<file path="src/periph_reset_pkg.sv">
// Register map, field positions and reset values of the peripheral reset control block
package periph_reset_pkg;
    localparam logic [31:0] SYSCTL_BASE = 32'h400f_e000;
    localparam logic [11:0] OFFSET_RESET_A = 12'h040;
    localparam logic [11:0] OFFSET_RESET_B = 12'h044;
    localparam logic [31:0] RESET_A_INIT = 32'h0000_0000;
    localparam logic [31:0] RESET_B_INIT = 32'h0000_0000;
    localparam logic [31:0] RDATA_IDLE = 32'h0000_0000;
    localparam int REG_ADDR_WIDTH = 12;
    localparam int REG_DATA_WIDTH = 32;

    localparam int BIT_A_CAN_ZERO = 24;
    localparam int BIT_A_PWM = 20;
    localparam int BIT_A_ADC0 = 16;
    localparam int BIT_A_HIBERNATE = 6;
    localparam int BIT_A_WDOG = 3;

    localparam int BIT_B_CMP_TWO = 26;
    localparam int BIT_B_CMP_ONE = 25;
    localparam int BIT_B_CMP_ZERO = 24;
    localparam int BIT_B_GPT_TWO = 18;
    localparam int BIT_B_GPT_ONE = 17;
    localparam int BIT_B_GPT_ZERO = 16;
    localparam int BIT_B_TWI0 = 12;
    localparam int BIT_B_QDEC0 = 8;
    localparam int BIT_B_SSER0 = 4;
    localparam int BIT_B_ASER2 = 2;
    localparam int BIT_B_ASER1 = 1;
    localparam int BIT_B_ASER0 = 0;

    // Writable bits; everything else is reserved and reads zero
    localparam logic [31:0] WRITABLE_A = 32'h0111_0048;
    localparam logic [31:0] WRITABLE_B = 32'h0707_1117;
endpackage
</file>
<file path="src/periph_reset_ctrl.sv">
// Peripheral software reset control registers with capability masking
`timescale 1ns/10ps
`default_nettype none
module periph_reset_ctrl
    import periph_reset_pkg::*;
#(
    parameter int ADDR_WIDTH = REG_ADDR_WIDTH,
    parameter int DATA_WIDTH = REG_DATA_WIDTH
)
(
    input wire logic clk_sys,
    input wire logic rst_b,
    input wire logic [ADDR_WIDTH-1:0] addr,
    input wire logic [DATA_WIDTH-1:0] wdata,
    input wire logic wr_stb,
    input wire logic rd_stb,
    output logic [DATA_WIDTH-1:0] rdata,
    input wire logic [31:0] capability_mask_a,
    input wire logic [31:0] capability_mask_b,
    output logic can_controller_zero_reset,
    output logic pwm_module_reset,
    output logic adc_zero_reset,
    output logic hibernation_unit_reset,
    output logic watchdog_unit_reset,
    output logic comparator_zero_reset,
    output logic comparator_one_reset,
    output logic comparator_two_reset,
    output logic gp_timer_zero_reset,
    output logic gp_timer_one_reset,
    output logic gp_timer_two_reset,
    output logic two_wire_unit_zero_reset,
    output logic quadrature_decoder_zero_reset,
    output logic sync_serial_zero_reset,
    output logic async_serial_zero_reset,
    output logic async_serial_one_reset,
    output logic async_serial_two_reset
);
    logic [31:0] reset_a_reg;
    logic [31:0] reset_b_reg;
    logic [31:0] reset_a_next;
    logic [31:0] reset_b_next;
    logic [31:0] wmask_a;
    logic [31:0] wmask_b;
    logic sel_a;
    logic sel_b;

    // Bit layout is fixed and offsets need the full compare, so other widths are refused
    if (DATA_WIDTH != REG_DATA_WIDTH || ADDR_WIDTH != REG_ADDR_WIDTH) begin : g_bad_width
        $error("Unsupported address or data width");
    end

    assign sel_a = (addr == OFFSET_RESET_A);
    assign sel_b = (addr == OFFSET_RESET_B);

    // Writes leave the bits of absent units unchanged, so their reset outputs keep their value
    assign wmask_a = WRITABLE_A & capability_mask_a;
    assign wmask_b = WRITABLE_B & capability_mask_b;

    assign reset_a_next = (reset_a_reg & ~wmask_a) | (wdata & wmask_a);
    assign reset_b_next = (reset_b_reg & ~wmask_b) | (wdata & wmask_b);

    always_ff @(posedge clk_sys) begin
        if (!rst_b) begin
            reset_a_reg <= RESET_A_INIT;
        end else if (wr_stb && sel_a) begin
            reset_a_reg <= reset_a_next;
        end
    end

    always_ff @(posedge clk_sys) begin
        if (!rst_b) begin
            reset_b_reg <= RESET_B_INIT;
        end else if (wr_stb && sel_b) begin
            reset_b_reg <= reset_b_next;
        end
    end

    // Unmapped addresses read zero; data valid only the cycle after the strobe
    always_ff @(posedge clk_sys) begin
        if (!rst_b) begin
            rdata <= RDATA_IDLE;
        end else if (rd_stb && sel_a) begin
            rdata <= reset_a_reg & WRITABLE_A;
        end else if (rd_stb && sel_b) begin
            rdata <= reset_b_reg & WRITABLE_B;
        end else begin
            rdata <= RDATA_IDLE;
        end
    end

    // Reset lines follow the register bits directly, active high
    assign can_controller_zero_reset = reset_a_reg[BIT_A_CAN_ZERO];
    assign pwm_module_reset = reset_a_reg[BIT_A_PWM];
    assign adc_zero_reset = reset_a_reg[BIT_A_ADC0];
    assign hibernation_unit_reset = reset_a_reg[BIT_A_HIBERNATE];
    assign watchdog_unit_reset = reset_a_reg[BIT_A_WDOG];
    assign comparator_two_reset = reset_b_reg[BIT_B_CMP_TWO];
    assign comparator_one_reset = reset_b_reg[BIT_B_CMP_ONE];
    assign comparator_zero_reset = reset_b_reg[BIT_B_CMP_ZERO];
    assign gp_timer_two_reset = reset_b_reg[BIT_B_GPT_TWO];
    assign gp_timer_one_reset = reset_b_reg[BIT_B_GPT_ONE];
    assign gp_timer_zero_reset = reset_b_reg[BIT_B_GPT_ZERO];
    assign two_wire_unit_zero_reset = reset_b_reg[BIT_B_TWI0];
    assign quadrature_decoder_zero_reset = reset_b_reg[BIT_B_QDEC0];
    assign sync_serial_zero_reset = reset_b_reg[BIT_B_SSER0];
    assign async_serial_two_reset = reset_b_reg[BIT_B_ASER2];
    assign async_serial_one_reset = reset_b_reg[BIT_B_ASER1];
    assign async_serial_zero_reset = reset_b_reg[BIT_B_ASER0];

    // Assertions
    a_masked_write_a: assert property (@(posedge clk_sys) disable iff (!rst_b)
        (wr_stb && sel_a) |=> ((reset_a_reg & ~$past(wmask_a)) == ($past(reset_a_reg) & ~$past(wmask_a))))
        else $error("Masked bit of register a changed on write");
    a_masked_write_b: assert property (@(posedge clk_sys) disable iff (!rst_b)
        (wr_stb && sel_b) |=> ((reset_b_reg & ~$past(wmask_b)) == ($past(reset_b_reg) & ~$past(wmask_b))))
        else $error("Masked bit of register b changed on write");
    a_write_takes_a: assert property (@(posedge clk_sys) disable iff (!rst_b)
        (wr_stb && sel_a) |=> ((reset_a_reg & $past(wmask_a)) == ($past(wdata) & $past(wmask_a))))
        else $error("Write to register a not taken");
    a_write_takes_b: assert property (@(posedge clk_sys) disable iff (!rst_b)
        (wr_stb && sel_b) |=> ((reset_b_reg & $past(wmask_b)) == ($past(wdata) & $past(wmask_b))))
        else $error("Write to register b not taken");
    a_read_back_a: assert property (@(posedge clk_sys) disable iff (!rst_b)
        (rd_stb && sel_a && !wr_stb) |=> (rdata == ($past(reset_a_reg) & WRITABLE_A)))
        else $error("Read of register a wrong");
    a_reserved_zero: assert property (@(posedge clk_sys) disable iff (!rst_b)
        ((reset_a_reg & ~WRITABLE_A) == 32'h0000_0000) && ((reset_b_reg & ~WRITABLE_B) == 32'h0000_0000))
        else $error("Reserved bit set");
    a_unmapped_zero: assert property (@(posedge clk_sys) disable iff (!rst_b)
        (rd_stb && !sel_a && !sel_b) |=> (rdata == 32'h0000_0000))
        else $error("Unmapped read not zero");
    a_wdog_follows: assert property (@(posedge clk_sys) disable iff (!rst_b)
        (wr_stb && sel_a && wmask_a[BIT_A_WDOG]) |=> (watchdog_unit_reset == $past(wdata[BIT_A_WDOG])))
        else $error("Watchdog reset does not follow write");
    a_uart_follows: assert property (@(posedge clk_sys) disable iff (!rst_b)
        (wr_stb && sel_b && wmask_b[BIT_B_ASER0]) |=> (async_serial_zero_reset == $past(wdata[BIT_B_ASER0])))
        else $error("Async serial zero reset does not follow write");
    a_hold_reset: assert property (@(posedge clk_sys) disable iff (!rst_b)
        (can_controller_zero_reset && !(wr_stb && sel_a)) |=> can_controller_zero_reset)
        else $error("CAN reset released without a write");
    a_reset_clears: assert property (@(posedge clk_sys)
        !rst_b |=> (reset_b_reg == RESET_B_INIT && reset_a_reg == RESET_A_INIT))
        else $error("Registers not cleared by reset");
    a_read_back_b: assert property (@(posedge clk_sys) disable iff (!rst_b)
        (rd_stb && sel_b && !wr_stb) |=> (rdata == ($past(reset_b_reg) & WRITABLE_B)))
        else $error("Read of register b wrong");
    a_rdata_idle: assert property (@(posedge clk_sys) disable iff (!rst_b)
        !rd_stb |=> (rdata == RDATA_IDLE))
        else $error("Read data stand outside the read cycle");

    // Per line: a present unit follows the write (watchdog and async serial zero checked above), an absent one and an idle bus keep it
    a_can_write: assert property (@(posedge clk_sys) disable iff (!rst_b)
        (wr_stb && sel_a && wmask_a[BIT_A_CAN_ZERO])
        |=> (can_controller_zero_reset == $past(wdata[BIT_A_CAN_ZERO])))
        else $error("CAN reset does not follow write");
    a_can_masked: assert property (@(posedge clk_sys) disable iff (!rst_b)
        (wr_stb && sel_a && !wmask_a[BIT_A_CAN_ZERO])
        |=> $stable(can_controller_zero_reset))
        else $error("Absent CAN reset changed");
    a_can_kept: assert property (@(posedge clk_sys) disable iff (!rst_b)
        !(wr_stb && sel_a) |=> $stable(can_controller_zero_reset))
        else $error("CAN reset changed without a write");

    a_pwm_write: assert property (@(posedge clk_sys) disable iff (!rst_b)
        (wr_stb && sel_a && wmask_a[BIT_A_PWM])
        |=> (pwm_module_reset == $past(wdata[BIT_A_PWM])))
        else $error("PWM reset does not follow write");
    a_pwm_masked: assert property (@(posedge clk_sys) disable iff (!rst_b)
        (wr_stb && sel_a && !wmask_a[BIT_A_PWM])
        |=> $stable(pwm_module_reset))
        else $error("Absent PWM reset changed");
    a_pwm_kept: assert property (@(posedge clk_sys) disable iff (!rst_b)
        !(wr_stb && sel_a) |=> $stable(pwm_module_reset))
        else $error("PWM reset changed without a write");

    a_adc_write: assert property (@(posedge clk_sys) disable iff (!rst_b)
        (wr_stb && sel_a && wmask_a[BIT_A_ADC0])
        |=> (adc_zero_reset == $past(wdata[BIT_A_ADC0])))
        else $error("ADC reset does not follow write");
    a_adc_masked: assert property (@(posedge clk_sys) disable iff (!rst_b)
        (wr_stb && sel_a && !wmask_a[BIT_A_ADC0])
        |=> $stable(adc_zero_reset))
        else $error("Absent ADC reset changed");
    a_adc_kept: assert property (@(posedge clk_sys) disable iff (!rst_b)
        !(wr_stb && sel_a) |=> $stable(adc_zero_reset))
        else $error("ADC reset changed without a write");

    a_hibernate_write: assert property (@(posedge clk_sys) disable iff (!rst_b)
        (wr_stb && sel_a && wmask_a[BIT_A_HIBERNATE])
        |=> (hibernation_unit_reset == $past(wdata[BIT_A_HIBERNATE])))
        else $error("Hibernation reset does not follow write");
    a_hibernate_masked: assert property (@(posedge clk_sys) disable iff (!rst_b)
        (wr_stb && sel_a && !wmask_a[BIT_A_HIBERNATE])
        |=> $stable(hibernation_unit_reset))
        else $error("Absent hibernation reset changed");
    a_hibernate_kept: assert property (@(posedge clk_sys) disable iff (!rst_b)
        !(wr_stb && sel_a) |=> $stable(hibernation_unit_reset))
        else $error("Hibernation reset changed without a write");

    a_wdog_masked: assert property (@(posedge clk_sys) disable iff (!rst_b)
        (wr_stb && sel_a && !wmask_a[BIT_A_WDOG])
        |=> $stable(watchdog_unit_reset))
        else $error("Absent watchdog reset changed");
    a_wdog_kept: assert property (@(posedge clk_sys) disable iff (!rst_b)
        !(wr_stb && sel_a) |=> $stable(watchdog_unit_reset))
        else $error("Watchdog reset changed without a write");

    a_cmp_two_write: assert property (@(posedge clk_sys) disable iff (!rst_b)
        (wr_stb && sel_b && wmask_b[BIT_B_CMP_TWO])
        |=> (comparator_two_reset == $past(wdata[BIT_B_CMP_TWO])))
        else $error("Comparator two reset does not follow write");
    a_cmp_two_masked: assert property (@(posedge clk_sys) disable iff (!rst_b)
        (wr_stb && sel_b && !wmask_b[BIT_B_CMP_TWO])
        |=> $stable(comparator_two_reset))
        else $error("Absent comparator two reset changed");
    a_cmp_two_kept: assert property (@(posedge clk_sys) disable iff (!rst_b)
        !(wr_stb && sel_b) |=> $stable(comparator_two_reset))
        else $error("Comparator two reset changed without a write");

    a_cmp_one_write: assert property (@(posedge clk_sys) disable iff (!rst_b)
        (wr_stb && sel_b && wmask_b[BIT_B_CMP_ONE])
        |=> (comparator_one_reset == $past(wdata[BIT_B_CMP_ONE])))
        else $error("Comparator one reset does not follow write");
    a_cmp_one_masked: assert property (@(posedge clk_sys) disable iff (!rst_b)
        (wr_stb && sel_b && !wmask_b[BIT_B_CMP_ONE])
        |=> $stable(comparator_one_reset))
        else $error("Absent comparator one reset changed");
    a_cmp_one_kept: assert property (@(posedge clk_sys) disable iff (!rst_b)
        !(wr_stb && sel_b) |=> $stable(comparator_one_reset))
        else $error("Comparator one reset changed without a write");

    a_cmp_zero_write: assert property (@(posedge clk_sys) disable iff (!rst_b)
        (wr_stb && sel_b && wmask_b[BIT_B_CMP_ZERO])
        |=> (comparator_zero_reset == $past(wdata[BIT_B_CMP_ZERO])))
        else $error("Comparator zero reset does not follow write");
    a_cmp_zero_masked: assert property (@(posedge clk_sys) disable iff (!rst_b)
        (wr_stb && sel_b && !wmask_b[BIT_B_CMP_ZERO])
        |=> $stable(comparator_zero_reset))
        else $error("Absent comparator zero reset changed");
    a_cmp_zero_kept: assert property (@(posedge clk_sys) disable iff (!rst_b)
        !(wr_stb && sel_b) |=> $stable(comparator_zero_reset))
        else $error("Comparator zero reset changed without a write");

    a_gpt_two_write: assert property (@(posedge clk_sys) disable iff (!rst_b)
        (wr_stb && sel_b && wmask_b[BIT_B_GPT_TWO])
        |=> (gp_timer_two_reset == $past(wdata[BIT_B_GPT_TWO])))
        else $error("Timer two reset does not follow write");
    a_gpt_two_masked: assert property (@(posedge clk_sys) disable iff (!rst_b)
        (wr_stb && sel_b && !wmask_b[BIT_B_GPT_TWO])
        |=> $stable(gp_timer_two_reset))
        else $error("Absent timer two reset changed");
    a_gpt_two_kept: assert property (@(posedge clk_sys) disable iff (!rst_b)
        !(wr_stb && sel_b) |=> $stable(gp_timer_two_reset))
        else $error("Timer two reset changed without a write");

    a_gpt_one_write: assert property (@(posedge clk_sys) disable iff (!rst_b)
        (wr_stb && sel_b && wmask_b[BIT_B_GPT_ONE])
        |=> (gp_timer_one_reset == $past(wdata[BIT_B_GPT_ONE])))
        else $error("Timer one reset does not follow write");
    a_gpt_one_masked: assert property (@(posedge clk_sys) disable iff (!rst_b)
        (wr_stb && sel_b && !wmask_b[BIT_B_GPT_ONE])
        |=> $stable(gp_timer_one_reset))
        else $error("Absent timer one reset changed");
    a_gpt_one_kept: assert property (@(posedge clk_sys) disable iff (!rst_b)
        !(wr_stb && sel_b) |=> $stable(gp_timer_one_reset))
        else $error("Timer one reset changed without a write");

    a_gpt_zero_write: assert property (@(posedge clk_sys) disable iff (!rst_b)
        (wr_stb && sel_b && wmask_b[BIT_B_GPT_ZERO])
        |=> (gp_timer_zero_reset == $past(wdata[BIT_B_GPT_ZERO])))
        else $error("Timer zero reset does not follow write");
    a_gpt_zero_masked: assert property (@(posedge clk_sys) disable iff (!rst_b)
        (wr_stb && sel_b && !wmask_b[BIT_B_GPT_ZERO])
        |=> $stable(gp_timer_zero_reset))
        else $error("Absent timer zero reset changed");
    a_gpt_zero_kept: assert property (@(posedge clk_sys) disable iff (!rst_b)
        !(wr_stb && sel_b) |=> $stable(gp_timer_zero_reset))
        else $error("Timer zero reset changed without a write");

    a_twi_write: assert property (@(posedge clk_sys) disable iff (!rst_b)
        (wr_stb && sel_b && wmask_b[BIT_B_TWI0])
        |=> (two_wire_unit_zero_reset == $past(wdata[BIT_B_TWI0])))
        else $error("Two-wire reset does not follow write");
    a_twi_masked: assert property (@(posedge clk_sys) disable iff (!rst_b)
        (wr_stb && sel_b && !wmask_b[BIT_B_TWI0])
        |=> $stable(two_wire_unit_zero_reset))
        else $error("Absent two-wire reset changed");
    a_twi_kept: assert property (@(posedge clk_sys) disable iff (!rst_b)
        !(wr_stb && sel_b) |=> $stable(two_wire_unit_zero_reset))
        else $error("Two-wire reset changed without a write");

    a_qdec_write: assert property (@(posedge clk_sys) disable iff (!rst_b)
        (wr_stb && sel_b && wmask_b[BIT_B_QDEC0])
        |=> (quadrature_decoder_zero_reset == $past(wdata[BIT_B_QDEC0])))
        else $error("Quadrature decoder reset does not follow write");
    a_qdec_masked: assert property (@(posedge clk_sys) disable iff (!rst_b)
        (wr_stb && sel_b && !wmask_b[BIT_B_QDEC0])
        |=> $stable(quadrature_decoder_zero_reset))
        else $error("Absent quadrature decoder reset changed");
    a_qdec_kept: assert property (@(posedge clk_sys) disable iff (!rst_b)
        !(wr_stb && sel_b) |=> $stable(quadrature_decoder_zero_reset))
        else $error("Quadrature decoder reset changed without a write");

    a_sser_write: assert property (@(posedge clk_sys) disable iff (!rst_b)
        (wr_stb && sel_b && wmask_b[BIT_B_SSER0])
        |=> (sync_serial_zero_reset == $past(wdata[BIT_B_SSER0])))
        else $error("Sync serial reset does not follow write");
    a_sser_masked: assert property (@(posedge clk_sys) disable iff (!rst_b)
        (wr_stb && sel_b && !wmask_b[BIT_B_SSER0])
        |=> $stable(sync_serial_zero_reset))
        else $error("Absent sync serial reset changed");
    a_sser_kept: assert property (@(posedge clk_sys) disable iff (!rst_b)
        !(wr_stb && sel_b) |=> $stable(sync_serial_zero_reset))
        else $error("Sync serial reset changed without a write");

    a_aser_two_write: assert property (@(posedge clk_sys) disable iff (!rst_b)
        (wr_stb && sel_b && wmask_b[BIT_B_ASER2])
        |=> (async_serial_two_reset == $past(wdata[BIT_B_ASER2])))
        else $error("Async serial two reset does not follow write");
    a_aser_two_masked: assert property (@(posedge clk_sys) disable iff (!rst_b)
        (wr_stb && sel_b && !wmask_b[BIT_B_ASER2])
        |=> $stable(async_serial_two_reset))
        else $error("Absent async serial two reset changed");
    a_aser_two_kept: assert property (@(posedge clk_sys) disable iff (!rst_b)
        !(wr_stb && sel_b) |=> $stable(async_serial_two_reset))
        else $error("Async serial two reset changed without a write");

    a_aser_one_write: assert property (@(posedge clk_sys) disable iff (!rst_b)
        (wr_stb && sel_b && wmask_b[BIT_B_ASER1])
        |=> (async_serial_one_reset == $past(wdata[BIT_B_ASER1])))
        else $error("Async serial one reset does not follow write");
    a_aser_one_masked: assert property (@(posedge clk_sys) disable iff (!rst_b)
        (wr_stb && sel_b && !wmask_b[BIT_B_ASER1])
        |=> $stable(async_serial_one_reset))
        else $error("Absent async serial one reset changed");
    a_aser_one_kept: assert property (@(posedge clk_sys) disable iff (!rst_b)
        !(wr_stb && sel_b) |=> $stable(async_serial_one_reset))
        else $error("Async serial one reset changed without a write");

    a_aser_zero_masked: assert property (@(posedge clk_sys) disable iff (!rst_b)
        (wr_stb && sel_b && !wmask_b[BIT_B_ASER0])
        |=> $stable(async_serial_zero_reset))
        else $error("Absent async serial zero reset changed");
    a_aser_zero_kept: assert property (@(posedge clk_sys) disable iff (!rst_b)
        !(wr_stb && sel_b) |=> $stable(async_serial_zero_reset))
        else $error("Async serial zero reset changed without a write");

    c_write_a: cover property (@(posedge clk_sys) disable iff (!rst_b) wr_stb && sel_a);
    c_masked_b: cover property (@(posedge clk_sys) disable iff (!rst_b)
        wr_stb && sel_b && ((wdata & WRITABLE_B & ~capability_mask_b) != 32'h0000_0000));
    c_read_b: cover property (@(posedge clk_sys) disable iff (!rst_b) rd_stb && sel_b);
    c_release: cover property (@(posedge clk_sys) disable iff (!rst_b)
        $fell(watchdog_unit_reset));
    c_absent_a: cover property (@(posedge clk_sys) disable iff (!rst_b)
        wr_stb && sel_a && !capability_mask_a[BIT_A_WDOG]);
endmodule // periph_reset_ctrl
`default_nettype wire

</file>
<file path="config.mk">
export PLATFORM = sky130hd
export DESIGN_NAME = periph_reset_ctrl
export DESIGN_NICKNAME = d
export VERILOG_FILES = /design/src/periph_reset_pkg.sv /design/src/periph_reset_ctrl.sv
export SDC_FILE = /design/constraint.sdc
export NUM_CORES = 1
export LEC_CHECK = 0
export BUFFER_PORTS_ARGS = -buffer_cell sky130_fd_sc_hd__buf_2
export CORE_MARGIN = 2
export CORE_UTILIZATION = 36
export CTS_BUF_LIST = sky130_fd_sc_hd__clkbuf_4 sky130_fd_sc_hd__clkbuf_8 sky130_fd_sc_hd__clkbuf_16
export CTS_CLUSTER_SIZE = 24
export DETAILED_ROUTE_END_ITERATION = 6
export HOLD_SLACK_MARGIN = 0.06
export PLACE_DENSITY = 0.83
export RECOVER_POWER = 100
export SYNTH_ARGS = -nofsm -noshare
export SYNTH_HDL_FRONTEND = slang
export SYNTH_SLANG_ARGS = --single-unit
export TNS_END_PERCENT = 30
</file>
<file path="constraint.sdc">
create_clock -name clk_sys -period 3.2 [get_ports clk_sys]
set_clock_uncertainty 0.1 [all_clocks]
set_input_delay 0.32 -clock clk_sys [delete_from_list [all_inputs] [get_ports clk_sys]]
set_output_delay 0.32 -clock clk_sys [all_outputs]
set_load 0.02 [all_outputs]
</file>
==> results.yml <==
placement:
  dpl.hpwl_um: 2330
  portBuffers: 79
  place_congestion: 0.843
  placed_cells: 260
  pre_cts_ws_ps: 731
cts:
  clockBufferDepth: 2
  cts.sinks: 32
  htree_levels: 2
  clkTransAtPathRegs_ps: 70
  clkLatencyLatePin_ps: 270
  root_buffer: "clkbuf_8"
  cts_buffers: 5
  cts.hold.buffers_added: 0
  cts-resized-gates: 0
  cts_tree: "done"
  post-cts-setup-buffer-count: 0
logic_synthesis:
  synth_area_per_cell_um2: 10.0
  ys_ff_latch: 32
  ys_seq_area_share_pct: 45.8
  synth_flop_cell: "dfxtp_1"
  syn_area_um2: 1400
  yosys-mux-area-fraction_pct: 1.43
  ys_types: 24
  synth-xor-area-share_pct: 0
  yosys_warnings: 0
  synth_edf_count: 0
  synth_compound_area_share_pct: 17.9
  async_flop_share_pct: 0
  yosys.area_share.simple_pct: 22.4
  yosys.area_share.adder_pct: 0
  synth_top_family_by_area: "simple AND/OR/NAND/NOR gates"
  synthesis.instances: 140
floorplanning:
  coreArea_um2: 3690
  rows: 22
  ioPinCount: 161
  start_util_pct: 38.0
  die_width_um: 66.4
  design.die.area_um2: 4400
  die_height_um: 66.4
timing:
  slew_headroom_pct: 32.7
  worst_pin_slew_ps: 1000
  setup_tns_ps: 0
  rsz0062_at_grt: "no"
  finalWorstSetupSlack_ps: 719
  post-route-period-util_pct: 77.5
  drv_slew: 0
  clock.fmax_mhz: 403
  finalSetupViolations: 0
  hold_viol: 0
  finalCriticalPeriod_ps: 2480
global_routing:
  grt_max_degree: 25
  grt_overflow_total: 0
  gr-usage-all-layers_pct: 13.5
  grt_first_pass_wirelength_um: 4460
  grt_antenna_before_repair: 0
  grt_pass1_vias: 1023
min_path:
  hp-class: "in2reg"
  hold_start: "wdata[6]"
cells_and_area:
  layout.cells.non_filler: 268
  nFillCells: 404
  drive_gt1_share_pct: 26.4
  final_cell_mix: "buf_2 (47), clkbuf_1 (33), dfxtp_1 (32)"
  multi_input_area_um2: 633
  area_growth_pct: 29.1
  finalCoreUtilization_pct: 49.0
  final_common_cell: "buf_2"
  fin_nets: 331
  insertedDiodeCount: 0
  ff_latch_area_um2: 641
drt:
  drc: 0
  drt-vias-per-instance: 4.57
  wl_per_cell_um: 11.3
  ant_nets: 0
  drtIter0Drc: 24
  wl_um: 3040
  first_pass_iters: 4
  vias: 1226
worst_setup_path:
  required_ps: 3310
  startpoint: "addr[5]"
  critPathArrivalTime_ps: 2590
  start_kind: "input port"
  critPathCaptureType: "register"
  cp_max_fo: 12
  critical_path_class: "in2reg"
pwr:
  pwr_density_cell_nw_per_um2: 463
  totalPowerFinal_w: 0.000836
  peakVddDrop_mv: 0.180
  p_leak_nw: 0.812
status:
  status: "complete, no violations"
run:
  maxCapViolCount: 0
per-stage QoR:
stage | hold slack (ps) | area, um^2
after CTS | 184 | 1880
after global placement | 354 | 1760
after floorplan | 356 | 1460
after detailed placement | 359 | 1760
after global routing | 191 | 1810
final | 191 | 1810
report_power, final:
part            total, W  switching (W)  internal (W)
clock           0.000377       0.000138      0.000239
combinational  0.0000614      0.0000380     0.0000234
sequential      0.000398  0.00000000767      0.000398
total           0.000836       0.000176      0.000661
worst max-delay path, cell delays in order:
cell and delay [ps]:
buf_2 90, or4b_1 580, or2_0 410, nor4_2 920, a22o_1 260
cell usage after synthesis (2+ instances only):
library cell | instances | area, um^2
dfxtp_1 | 32 | 641
buf_4 | 18 | 135
and2_1 | 13 | 81.3
a21boi_1 | 12 | 90.1
and3_1 | 12 | 75.1
o21a_1 | 12 | 90.1
nand2_1 | 11 | 41.3
clkbuf_1 | 3 | 11.3
nand3_1 | 3 | 15.0
o311ai_1 | 3 | 26.3
o41ai_1 | 3 | 26.3
a22o_1 | 2 | 17.5
buf_2 | 2 | 10.0
mux2i_1 | 2 | 20.0
nor4_1 | 2 | 12.5
nor4_4 | 2 | 42.5
per-layer routing:
metal  global-route usage [%]  routed length (um)  up-vias
met2                     22.9                1390       61
met3                     3.24                 253        4
met4                     6.12                  40        0
met1                     16.0                1350      542
met5                        0                   0        -
li1                         -                   -      619
worst paths after layout:
check        slack (ps)  cells past startpoint              endpoint
max                 720                      5  rdata[24]$_SDFF_PN0_
max reg2reg        2330                      2              register
min reg2reg         380                      1  rdata[17]$_SDFF_PP0_
min                 190                      3              register
area by class of cell:
| cell class | instances | area share [%] |
|---|---|---|
| clock buffers | 6 | 4.22 |
| clock inverters | 2 | 1.94 |
| inverters | 1 | 0.208 |
| multi-input cells | 99 | 35.0 |
| flip-flops and latches | 32 | 35.4 |
| well taps | 48 | 3.32 |
| repair buffers | 80 | 19.9 |
cells by family (layout without fill, tap and decap cells):
logic type      count (synthesis)  after routing
other cells                     1             17
mux                             2              2
simple gates                   48             48
buf+inv                        25             89
compound gates                 32             32
flops                          32             32
Power figures use the tool's default switching activity.
